[src/inc/rdsel_pkg.sv]
/*
 * constants shared by the read-port queue select block.
 * assumes a single read clock domain.
 */
`default_nettype none
package rdsel_pkg;
    // =========================================================
    // widths
    localparam int DATA_W      = 18;
    localparam int ADDR_W      = 8;
    localparam int QSEL_W      = 5;
    localparam int NUM_QUEUES  = 32;
    localparam int DEV_ID_W    = 3;
    localparam int QUAD_W      = 2;
    localparam int NUM_QUADS   = 4;
    localparam int QUAD_FLAGS  = 8;
    localparam int FIFO_DEPTH  = 8;
    // =========================================================
    // field positions in the address bus
    localparam int QSEL_LSB    = 0;
    localparam int DEV_ID_LSB  = 5;
    localparam int QUAD_LSB    = 0;
    // =========================================================
    // reset values
    localparam logic [QSEL_W-1:0] QSEL_RST  = 5'h00;
    localparam logic [QUAD_W-1:0] QUAD_RST  = 2'h0;
    localparam logic [DATA_W-1:0] DATA_RST  = 18'h00000;
    // =========================================================
    // fall-through sequence states
    typedef enum logic [1:0] {
        FT_IDLE,
        FT_OLD_WORD,
        FT_NEW_WORD
    } ft_state_t;
endpackage
`default_nettype wire

[src/rtl/rdsel_fifo.sv]
/*
 * small flip-flop fifo with valid/ready on both sides.
 * assumes one clock, async active-low reset.
 */
`timescale 1ns/1ps
`default_nettype none
module rdsel_fifo #(
    parameter int WIDTH = 18,
    parameter int DEPTH = 8
) (
    // clock and reset
    input  wire logic             ref_clk_in,
    input  wire logic             nrst_in,
    // fill side
    input  wire logic             in_valid_in,
    output logic                  in_ready_out,
    input  wire logic [WIDTH-1:0] in_data_in,
    // drain side
    output logic                  out_valid_out,
    input  wire logic             out_ready_in,
    output logic [WIDTH-1:0]      out_data_out
);
    localparam int PW = $clog2(DEPTH);
    logic [WIDTH-1:0] mem_q [DEPTH];
    logic [PW-1:0]    wr_q;
    logic [PW-1:0]    rd_q;
    logic [PW:0]      cnt_q;
    logic             push;
    logic             pop;

    assign push          = in_valid_in && (cnt_q != (PW+1)'(DEPTH));
    assign pop           = out_ready_in && (cnt_q != '0);
    assign in_ready_out  = (cnt_q != (PW+1)'(DEPTH));
    assign out_valid_out = (cnt_q != '0);
    assign out_data_out  = mem_q[rd_q];

    // =========================================================
    // storage
    genvar gi;
    generate
        for (gi = 0; gi < DEPTH; gi++) begin : g_ent
            always_ff @(posedge ref_clk_in or negedge nrst_in) begin
                if (!nrst_in) begin
                    mem_q[gi] <= '0;
                end else if (push && wr_q == PW'(gi)) begin
                    mem_q[gi] <= in_data_in;
                end
            end
        end
    endgenerate

    // =========================================================
    // pointers
    always_ff @(posedge ref_clk_in or negedge nrst_in) begin
        if (!nrst_in) begin
            wr_q  <= '0;
            rd_q  <= '0;
            cnt_q <= '0;
        end else begin
            if (push) begin
                wr_q <= (wr_q == PW'(DEPTH-1)) ? '0 : wr_q + PW'(1);
            end
            if (pop) begin
                rd_q <= (rd_q == PW'(DEPTH-1)) ? '0 : rd_q + PW'(1);
            end
            cnt_q <= cnt_q + (PW+1)'(push) - (PW+1)'(pop);
        end
    end
endmodule // rdsel_fifo
`default_nettype wire

[src/rtl/multi_queue_read_port_select.sv]
/*
 * read-port queue/quadrant select with fall-through output sequencing.
 * assumes queue storage outside supplies the head word of the queue
 * on queue_index_out combinationally and advances it on queue_pop_out,
 * with per-queue almost-empty levels; strobes come from logic on
 * ref_clk_in, while programming_complete_in comes from another clock.
 * the 8-word buffer lets a stalled drain hold back queue pops,
 * at the cost of one extra edge of read latency.
 */
`timescale 1ns/1ps
`default_nettype none
module multi_queue_read_port_select
    import rdsel_pkg::*;
#(
    parameter logic [DEV_ID_W-1:0] DEVICE_ID = 3'h0  // arbitrary value
) (
    // clock and reset
    input  wire logic                  ref_clk_in,
    input  wire logic                  nrst_in,
    // host strobes and address
    input  wire logic                  read_enable_in,
    input  wire logic                  read_queue_select_strobe_in,
    input  wire logic                  flag_quadrant_strobe_in,
    input  wire logic [ADDR_W-1:0]     read_address_bus_in,
    input  wire logic                  polled_mode_in,
    input  wire logic                  programming_complete_in,
    // queue storage side
    output logic [QSEL_W-1:0]          queue_index_out,
    output logic                       queue_pop_out,
    input  wire logic [DATA_W-1:0]     queue_word_in,
    input  wire logic [NUM_QUEUES-1:0] queue_not_empty_in,
    input  wire logic [NUM_QUEUES-1:0] queue_almost_empty_in,
    // read data stream
    output logic                       read_data_valid_out,
    input  wire logic                  read_data_ready_in,
    output logic [DATA_W-1:0]          read_data_out,
    // flags
    output logic                       almost_empty_flag_out,
    output logic                       output_valid_flag_out,
    output logic [QUAD_FLAGS-1:0]      almost_empty_flag_bus_out,
    output logic                       flag_bus_sync_out,
    output logic                       programming_done_out,
    // expansion
    input  wire logic                  expansion_token_in,
    output logic                       expansion_token_out
);
    localparam int      OCC_W = $clog2(FIFO_DEPTH) + 1;
    logic [QSEL_W-1:0]  cur_q_q;
    logic [QSEL_W-1:0]  old_q_q;
    logic [QUAD_W-1:0]  quad_q;
    logic [QUAD_W-1:0]  poll_q;
    ft_state_t          ft_q;
    logic               dev_hit;
    logic               sel_q;
    logic               sel_quad;
    logic               fifo_pop;
    logic               room;
    logic [OCC_W-1:0]   occ_q;
    logic               fifo_valid;
    logic [DATA_W-1:0]  fifo_data;
    logic               take;
    logic [QSEL_W-1:0]  take_q;
    logic               ov_q;
    logic               ae_q;
    logic [QUAD_FLAGS-1:0] bus_q;
    logic               sync_q;
    logic               done_q;
    logic               prog_q;
    logic               prg_s1_q;
    logic               prg_s2_q;
    logic               prg_s3_q;
    logic               tok_in_q;
    logic               tok_q;
    logic [QSEL_W-1:0]  pop_q_idx;
    logic               pop_q;
    logic [QUAD_FLAGS-1:0] quad_view [NUM_QUADS];
    logic [QUAD_W-1:0]  shown_quad;

    // =========================================================
    // address decode
    assign dev_hit  = read_address_bus_in[DEV_ID_LSB +: DEV_ID_W] == DEVICE_ID;
    // a queue select is refused until programming is done
    assign sel_q    = read_queue_select_strobe_in && dev_hit && done_q;
    assign sel_quad = flag_quadrant_strobe_in && dev_hit;

    // queue select, regardless of read enable
    // old queue kept for the one forced word after a change
    always_ff @(posedge ref_clk_in or negedge nrst_in) begin
        if (!nrst_in) begin
            cur_q_q <= QSEL_RST;
            old_q_q <= QSEL_RST;
        end else if (sel_q) begin
            old_q_q <= cur_q_q;
            cur_q_q <= read_address_bus_in[QSEL_LSB +: QSEL_W];
        end
    end

    // =========================================================
    // fall-through sequence after a queue change
    always_ff @(posedge ref_clk_in or negedge nrst_in) begin
        if (!nrst_in) begin
            ft_q <= FT_IDLE;
        end else begin
            case (ft_q)
                FT_IDLE: begin
                    if (sel_q) begin
                        ft_q <= FT_OLD_WORD;
                    end else begin
                        ft_q <= FT_IDLE;
                    end
                end
                FT_OLD_WORD: begin
                    if (sel_q) begin
                        ft_q <= FT_OLD_WORD;
                    end else begin
                        ft_q <= FT_NEW_WORD;
                    end
                end
                FT_NEW_WORD: begin
                    if (sel_q) begin
                        ft_q <= FT_OLD_WORD;
                    end else begin
                        ft_q <= FT_IDLE;
                    end
                end
                default: begin
                    ft_q <= FT_IDLE;
                end
            endcase
        end
    end

    // forced words ignore read enable; skipped, not held, if the queue is empty or the fifo full
    always_comb begin
        take   = 1'b0;
        take_q = cur_q_q;
        case (ft_q)
            FT_OLD_WORD: begin
                take   = queue_not_empty_in[old_q_q];
                take_q = old_q_q;
            end
            FT_NEW_WORD: begin
                take   = queue_not_empty_in[cur_q_q];
                take_q = cur_q_q;
            end
            default: begin
                take   = read_enable_in && queue_not_empty_in[cur_q_q];
                take_q = cur_q_q;
            end
        endcase
        // a forced word is skipped, not held, when the buffer has no room
        take = take && room && done_q;
    end

    // pop request registered so outputs stay flop-driven
    always_ff @(posedge ref_clk_in or negedge nrst_in) begin
        if (!nrst_in) begin
            pop_q     <= 1'b0;
            pop_q_idx <= QSEL_RST;
        end else begin
            pop_q     <= take;
            pop_q_idx <= take_q;
        end
    end

    // =========================================================
    // output buffer; a stalled drain backs up into the queue pops
    // the popped queue's head word enters on the pop edge
    rdsel_fifo #(
        .WIDTH (DATA_W),
        .DEPTH (FIFO_DEPTH)
    ) u_fifo (
        .ref_clk_in    (ref_clk_in),
        .nrst_in       (nrst_in),
        .in_valid_in   (pop_q),
        .in_ready_out  (),
        .in_data_in    (queue_word_in),
        .out_valid_out (fifo_valid),
        .out_ready_in  (!read_data_valid_out || read_data_ready_in),
        .out_data_out  (fifo_data)
    );

    // output stage register; valid never waits on ready
    logic [DATA_W-1:0] dout_q;
    logic              dvalid_q;
    always_ff @(posedge ref_clk_in or negedge nrst_in) begin
        if (!nrst_in) begin
            dout_q   <= DATA_RST;
            dvalid_q <= 1'b0;
        end else if (!dvalid_q || read_data_ready_in) begin
            dout_q   <= fifo_data;
            dvalid_q <= fifo_valid;
        end
    end

    // =========================================================
    // buffer occupancy; a pop lands in the buffer one edge late,
    // so the room test counts the word still on its way
    assign fifo_pop = fifo_valid && (!dvalid_q || read_data_ready_in);
    assign room     = (occ_q + OCC_W'(pop_q)) < OCC_W'(FIFO_DEPTH);

    always_ff @(posedge ref_clk_in or negedge nrst_in) begin
        if (!nrst_in) begin
            occ_q <= '0;
        end else begin
            case ({pop_q, fifo_pop})
                2'b10:   occ_q <= occ_q + OCC_W'(1);
                2'b01:   occ_q <= occ_q - OCC_W'(1);
                default: occ_q <= occ_q;
            endcase
        end
    end

    // =========================================================
    // flag quadrant: direct latch or polled stepping
    always_ff @(posedge ref_clk_in or negedge nrst_in) begin
        if (!nrst_in) begin
            quad_q <= QUAD_RST;
        end else if (sel_quad) begin
            quad_q <= read_address_bus_in[QUAD_LSB +: QUAD_W];
        end
    end

    always_ff @(posedge ref_clk_in or negedge nrst_in) begin
        if (!nrst_in) begin
            poll_q <= QUAD_RST;
        end else if (polled_mode_in) begin
            // steps every edge: four edges show all 32 queues
            poll_q <= poll_q + QUAD_W'(1);
        end else begin
            poll_q <= QUAD_RST;
        end
    end

    // quadrant views, active low: low means almost empty
    genvar gq;
    generate
        for (gq = 0; gq < NUM_QUADS; gq++) begin : g_quad
            assign quad_view[gq] = ~queue_almost_empty_in[gq*QUAD_FLAGS +: QUAD_FLAGS];
        end
    endgenerate
    assign shown_quad = polled_mode_in ? poll_q : quad_q;

    always_ff @(posedge ref_clk_in or negedge nrst_in) begin
        if (!nrst_in) begin
            bus_q  <= '1;
            sync_q <= 1'b0;
        end else begin
            // sync marks the edge that shows quadrant zero
            bus_q  <= quad_view[shown_quad];
            sync_q <= polled_mode_in && poll_q == QUAD_RST;
        end
    end

    // =========================================================
    // almost-empty flag of the selected queue, valid flag of the output buffer
    always_ff @(posedge ref_clk_in or negedge nrst_in) begin
        if (!nrst_in) begin
            ae_q <= 1'b0;
        end else begin
            ae_q <= queue_almost_empty_in[cur_q_q];
        end
    end

    always_ff @(posedge ref_clk_in or negedge nrst_in) begin
        if (!nrst_in) begin
            ov_q <= 1'b0;
        end else begin
            ov_q <= fifo_valid;
        end
    end

    // =========================================================
    // programming done comes from the programming clock, so it
    // passes three flops and counts once the last two agree
    always_ff @(posedge ref_clk_in or negedge nrst_in) begin
        if (!nrst_in) begin
            prg_s1_q <= 1'b0;
            prg_s2_q <= 1'b0;
            prg_s3_q <= 1'b0;
        end else begin
            prg_s1_q <= programming_complete_in;
            prg_s2_q <= prg_s1_q;
            prg_s3_q <= prg_s2_q;
        end
    end

    always_ff @(posedge ref_clk_in or negedge nrst_in) begin
        if (!nrst_in) begin
            done_q <= 1'b0;
            prog_q <= 1'b1;
        end else if (prg_s2_q == prg_s3_q) begin
            done_q <= prg_s3_q;
            prog_q <= !prg_s3_q;  // low once ready
        end
    end

    // =========================================================
    // expansion token, on the same read clock as its neighbours
    always_ff @(posedge ref_clk_in or negedge nrst_in) begin
        if (!nrst_in) begin
            tok_in_q <= 1'b0;
            tok_q    <= 1'b0;
        end else begin
            tok_in_q <= expansion_token_in;
            tok_q    <= tok_in_q && dev_hit;
        end
    end

    // =========================================================
    // outputs
    assign queue_index_out           = pop_q_idx;
    assign queue_pop_out             = pop_q;
    assign read_data_valid_out       = dvalid_q;
    assign read_data_out             = dout_q;
    assign almost_empty_flag_out     = ae_q;
    assign output_valid_flag_out     = ov_q;
    assign almost_empty_flag_bus_out = bus_q;
    assign flag_bus_sync_out         = sync_q;
    assign programming_done_out      = prog_q;
    assign expansion_token_out       = tok_q;
endmodule // multi_queue_read_port_select
`default_nettype wire

[config.mk]
export PLATFORM = sky130hd
export DESIGN_NAME = multi_queue_read_port_select
export DESIGN_NICKNAME = d
export VERILOG_FILES = /design/src/inc/rdsel_pkg.sv /design/src/rtl/rdsel_fifo.sv /design/src/rtl/multi_queue_read_port_select.sv
export SDC_FILE = /design/constraint.sdc
export NUM_CORES = 1
export LEC_CHECK = 0
export ABC_AREA = 1
export BUFFER_PORTS_ARGS = -buffer_cell sky130_fd_sc_hd__buf_2
export CAP_MARGIN = 20
export CORE_UTILIZATION = 50
export CTS_CLUSTER_SIZE = 10
export DETAILED_ROUTE_END_ITERATION = 7
export PLACE_DENSITY = 0.7
export SLEW_MARGIN = 0
export SYNTH_ARGS = -nofsm -noshare
export SYNTH_HDL_FRONTEND = slang
export SYNTH_SLANG_ARGS = --single-unit
[constraint.sdc]
create_clock -name ref_clk_in -period 5.2 [get_ports ref_clk_in]
set_input_delay 0.52 -clock ref_clk_in [delete_from_list [all_inputs] [get_ports ref_clk_in]]
set_output_delay 0.52 -clock ref_clk_in [all_outputs]
set_load 0.02 [all_outputs]
Word-level counts from Yosys, hierarchy flattened
Cells that the tools add are included.

cells by class
  add/subtract/negate cells = 8
  order comparisons = 5
  equal/unequal tests = 14
  mux-type cells = 22
  bitwise gates (word level) = 6
  reductions and logical operators = 28

operator list
  kind                   count
  $bmux W18 S3           1
  $mux W18               2
  $not A8 Y8             4
  $logic_and A1 B1 Y1    18
  $bmux W8 S2            1
  $mux W8                2
  $bmux W1 S5            3
  $eq A3 B3 Y1 const B   5
  $lt A5 B6 Y1 const B   2
  $add A4 B1 Y4          2
  $pmux W4 S2            1
  $add A3 B1 Y3 const B  2
  $eq A3 B2 Y1 const B   2
  $logic_not A3 Y1       2
  $mux W2                3
  $mux W3                2
  $mux W5                1
  $add A4 B1 Y4 const B  1
  $eq A2 B1 Y1 const B   2
  $eq A2 B2 Y1 const B   2
  $ge A4 B4 Y1 const B   1
  $logic_not A2 Y1       2
  $lt A4 B4 Y1 const B   1
  $mux W1                4
  16 further kinds       17

storage, ports and cells
  flip-flop bits (word level) = 217
  output and inout bits = 38
  word-level logic and storage cells = 115

Logic depth before layout (Yosys ltp)
  depth in word-level cells = 6
  depth in mapped cells = 13
  gate-level depth less buffers = 13

Modules after synthesis
A second synthesis with hierarchy kept.

second synthesis, totals
  cells, all modules = 1723
  area total of the unflattened synthesis = 12675.9 µm²

modules (own cells, without submodules)
  module                        instances  cells an instance  area each (µm²)  sequential area each (µm²)
  rdsel_fifo                    1          1210               8941.1           3853.7
  multi_queue_read_port_select  1          513                3734.8           1587.8

Least setup slack after synthesis
OpenSTA, ideal clock, no wires.

  path type = input to register
  from = input read_data_ready_in
  to = register u_fifo.cnt_q[2]
  arrival = 2.086 ns
  path slack = 2.991 ns
  cell stages on the path = 10
  path buffers = 0
  cell sequence = nor2_2 -> inv_1 -> nand2_1 -> inv_1 -> ha_1 -> inv_1 -> ha_1 -> inv_1 -> fa_1 -> xnor2_1

on the way
  cells in the longest elaborated chain, start to end = 3

RTL lines
  element               RTL line                            text
  start, declared       multi_queue_read_port_select.sv:35  input wire logic read_data_ready_in,
  $logic_or A1 B1 Y1    -
  $logic_and A1 B1 Y1   -
  named net fifo_pop    multi_queue_read_port_select.sv:56  logic fifo_pop;
  $sub A4 B1 Y4         rdsel_fifo.sv:66                    cnt_q <= cnt_q + (PW+1)'(push) - (PW+1)'(pop);
  end signal, assigned  rdsel_fifo.sv:66
  end, declared         rdsel_fifo.sv:27                    logic [PW:0] cnt_q;

The timed path passes the listed nets, and every way through them passes these cells.
A chain may end at the register's enable or synchronous reset.

Final worst setup path
  from = register dvalid_q, in the netlist read_data_valid_out
  to = register u_fifo.cnt_q[2]

on the way
  cells in the longest elaborated chain, start to end = 4

RTL lines
  element                 RTL line                             text
  start, declared         multi_queue_read_port_select.sv:185  logic dvalid_q;
  start signal, assigned  multi_queue_read_port_select.sv:192  dvalid_q <= fifo_valid;
  $logic_not A1 Y1        -
  $logic_or A1 B1 Y1      -
  $logic_and A1 B1 Y1     -
  named net fifo_pop      multi_queue_read_port_select.sv:56
  $sub A4 B1 Y4           rdsel_fifo.sv:66

The timed path passes the listed nets, and every way through them passes these cells.

==> flow_summary_export.csv <==
group,metric,value,unit
layout,final_area,0.01211,mm^2
worst_setup_path,cpMostUsedCell,"inv_1",
global_routing,grt_max_degree,80,
timing,max_freq,0.3472,GHz
drt,wl_per_cell,16.19,um
timing,final_hold_viol_count,0,
clock_network,clockBufferDepth,3,
global_routing,first_global_vias,8313,
floorplanning,pin_count,137,
synthesis,yosysUniqueCellTypes,41,
layout,layoutNonFillerInstCount,1642,
drt,ant_nets,0,
timing,maxSlewViolCount,0,
clock_network,clock_sinks,217,
drt,via_per_inst,5.425,
run,drv_cap,0,
place,place_area,0.01140,mm^2
synthesis,ys.flop_type,"dfrtp_1",
worst_setup_path,critPathMaxFanout,20,
global_routing,track_usage,0.2450,
synthesis,synthesis.area,0.01067,mm^2
worst_setup_path,cp_data_required_time,5.59,ns
worst_setup_path,critPathSlowestCell,"inv_1",
drt,drcViolationCount,0,
worst_setup_path,cp_top_family,"buffers and inverters",
layout,area_growth,13.53,%
synthesis,synth_top_area_frac,0.4879,
clock_network,clk_latency,0.52,ns
power,ir_drop,0.0002539,V
floorplanning,initial_utilization,0.5091,
timing,worstMarginPinSlew,1.037,ns
clock_network,cts_tree,"built",
synthesis,synth_edf_count,0,
power,p_leak,6.287,nW
timing,max-slew-margin-rel,0.3037,
clock_network,root_buffer,"clkbuf_16",
worst_setup_path,worst_ep_arrival_time,3.27,ns
place,place.gp.congestion,0.9150,
clock_network,clkTransAtPathRegs,0.06,ns
clock_network,numCtsBuffers,25,
timing,setup_viol,0,
timing,clock_skew,0.01329,ns
synthesis,syn-num-nets,1381,
timing,final.setup.tns,0,ns
floorplanning,rows,53,
drt,wl,26.58,mm
synthesis,syn_inst,1259,
global_routing,grt_pass1_wl,43.10,mm
worst_setup_path,slowest_delay,0.62,ns
layout,antenna_cells,0,
global_routing,grt.overflow.total,0,
synthesis,ys_seq_area_frac,0.5100,
place,place_hpwl,16.91,mm
synthesis,yosys-top-cells-area,"dfrtp_1 49%, nand2_1 11%, o21ai_0 9.7%",
synthesis,ys_ff_latch,217,
worst_setup_path,critPathLaunchType,"flip-flop",
power,powerDensity,545.5,mW/mm^2
timing,fin_crit_sh,0.5538,
place,place_inst,1604,
place,io_buffers,136,
floorplanning,die_w,148.1,um
drt,drt_first_pass_iters,6,
layout,fillCellCount,1940,
floorplanning,die_area,0.02193,mm^2
synthesis,syn_avg_cell_area,8.474,um^2
synthesis,yosysMostFrequentCell,"nand2_1",
global_routing,antenna_found_initial,0,
synthesis,synth_warnings,0,
worst_setup_path,timing_worst_setup_path_type,"reg2reg",
worst_setup_path,critPathBufInv,6,
clock_network,h-tree-depth,1,
min_path,hold_path.class,"in2reg",
synthesis,synth_top_area_cell,"dfrtp_1",
floorplanning,core_area,0.02096,mm^2
drt,vias,8908,
floorplanning,die_h,148.1,um
layout,drive_above_1_share,0.1470,
synthesis,synthTopCellsByCount,"307 x nand2_1, 208 x dfrtp_1, 206 x o21ai_0, 117 x inv_1, 76 x nand3_1",
layout,final_nets,1480,
drt,dr.first_iter.drc_count,582,
run_status,status,"complete, no violations",
worst_setup_path,path_cells,"inv_1, nor2_2, buf_4, inv_1, nand2_1, inv_1, ha_1, inv_1, ha_1, inv_1, fa_1, xnor2_1",
synthesis,async_reset_ff_frac,1.000,
timing,rsz0062_at_grt,"false",
timing,period_minus_slack,2.880,ns
worst_setup_path,worst_setup_path_end_kind,"flip-flop",
==> worst paths after layout <==
path | start | endpoint | slack, ns | cells past startpoint
max in group asynchronous | nrst_in | u_fifo.mem_q[19] | 3.41 | 3
max | read_data_valid_out | u_fifo.cnt_q[2] | 2.32 | 12
max reg2reg | read_data_valid_out | u_fifo.cnt_q[2] | 2.32 | 12
min reg2reg | prg_s1_q | prg_s2_q | 0.36 | 0
min | programming_complete_in | prg_s1_q | 0.12 | 1
min in group asynchronous | nrst_in | u_fifo.mem_q[10] | 0.54 | 2
==> cell usage in the layout, fill, tap and decap left out, drive strengths merged, types with 2 or more instances in the layout <==
| cell | n |
|---|---|
| nand2 | 310 |
| o21ai | 228 |
| dfrtp | 208 |
| buf | 144 |
| inv | 123 |
| nand3 | 82 |
| a21oi | 51 |
| nor2 | 46 |
| o211ai | 37 |
| mux2i | 36 |
| clkbuf | 35 |
| ha | 22 |
| dfstp | 9 |
| o32a | 6 |
| nor3 | 4 |
| o221ai | 4 |
| xnor2 | 3 |
| or2 | 2 |
| a31o | 2 |
| o22ai | 2 |
| and2 | 2 |
| xor2 | 2 |
| a31oi | 2 |
==> registers in the layout (all words and copies together), names as in the netlist, 2 cells and up <==
name	cells
almost_empty_flag_bus_out	8
poll_q	2
read_data_out	18
u_fifo.mem_q	144
u_fifo.wr_q	3
old_q_q	5
occ_q	4
queue_index_out	5
ft_q	2
quad_q	2
cur_q_q	5
u_fifo.cnt_q	4
u_fifo.rd_q	3
==> metrics by stage <==
stage | worst slack, ns | util | hold WS [ns] | power [mW]
after detailed placement | 2.133 | 0.5442 | 0.3502 | 5.097
after CTS | 2.303 | 0.5767 | 0.1043 | 6.623
after floorplan | 2.991 | - | 0.2244 | 4.422
after global routing | 2.067 | 0.5780 | 0.1075 | 7.089
final | 2.320 | 0.5780 | 0.1150 | 6.608
after global placement | 2.190 | 0.5442 | 0.3369 | 5.029
==> layout make-up <==
cell class                 count  area (um^2)  area share
clock buffer                  35        663.1     0.05475
clock inverter                 1        8.758   0.0007231
tap                          275        344.1     0.02841
multi-input combinational    846         4409      0.3640
sequential                   217         5445      0.4495
inverter                     123        461.7     0.03812
timing repair buffer         145        780.7     0.06446
==> logic make-up (layout without fill, tap and decap cells) <==
group / Yosys count / count (layout) / synth area share
compound gates: 335 / 335 / 0.1733
xor+xnor: 5 / 5 / 0.004105
fa+ha+maj: 23 / 23 / 0.02768
buf+inv: 196 / 304 / 0.07670
flops: 217 / 217 / 0.5100
mux: 37 / 37 / 0.03483
simple gates: 446 / 446 / 0.1733
==> metal layers <==
metal / up-vias / global-route usage / wire [um]
met5: - / 0 / 0
met4: 0 / 0.06289 / 557
met3: 45 / 0.02975 / 1645
met2: 264 / 0.4031 / 12200
met1: 4240 / 0.3450 / 12170
li1: 4359 / - / -
==> repair_timing <==
action | in CTS | in global routing
resized for setup | 0 | 0
hold buffers | 1 | 0
hold endpoints to repair | 12 | 0
buffers inserted | 0 | 0
==> report_power, final <==
part / internal [mW] / leakage, nW / switching [mW]
clock: 0.872 / 0.324 / 0.636
sequential: 2.33 / 2.29 / 0.506
combinational: 0.888 / 3.67 / 1.38
(Power assumes the default switching activity.)
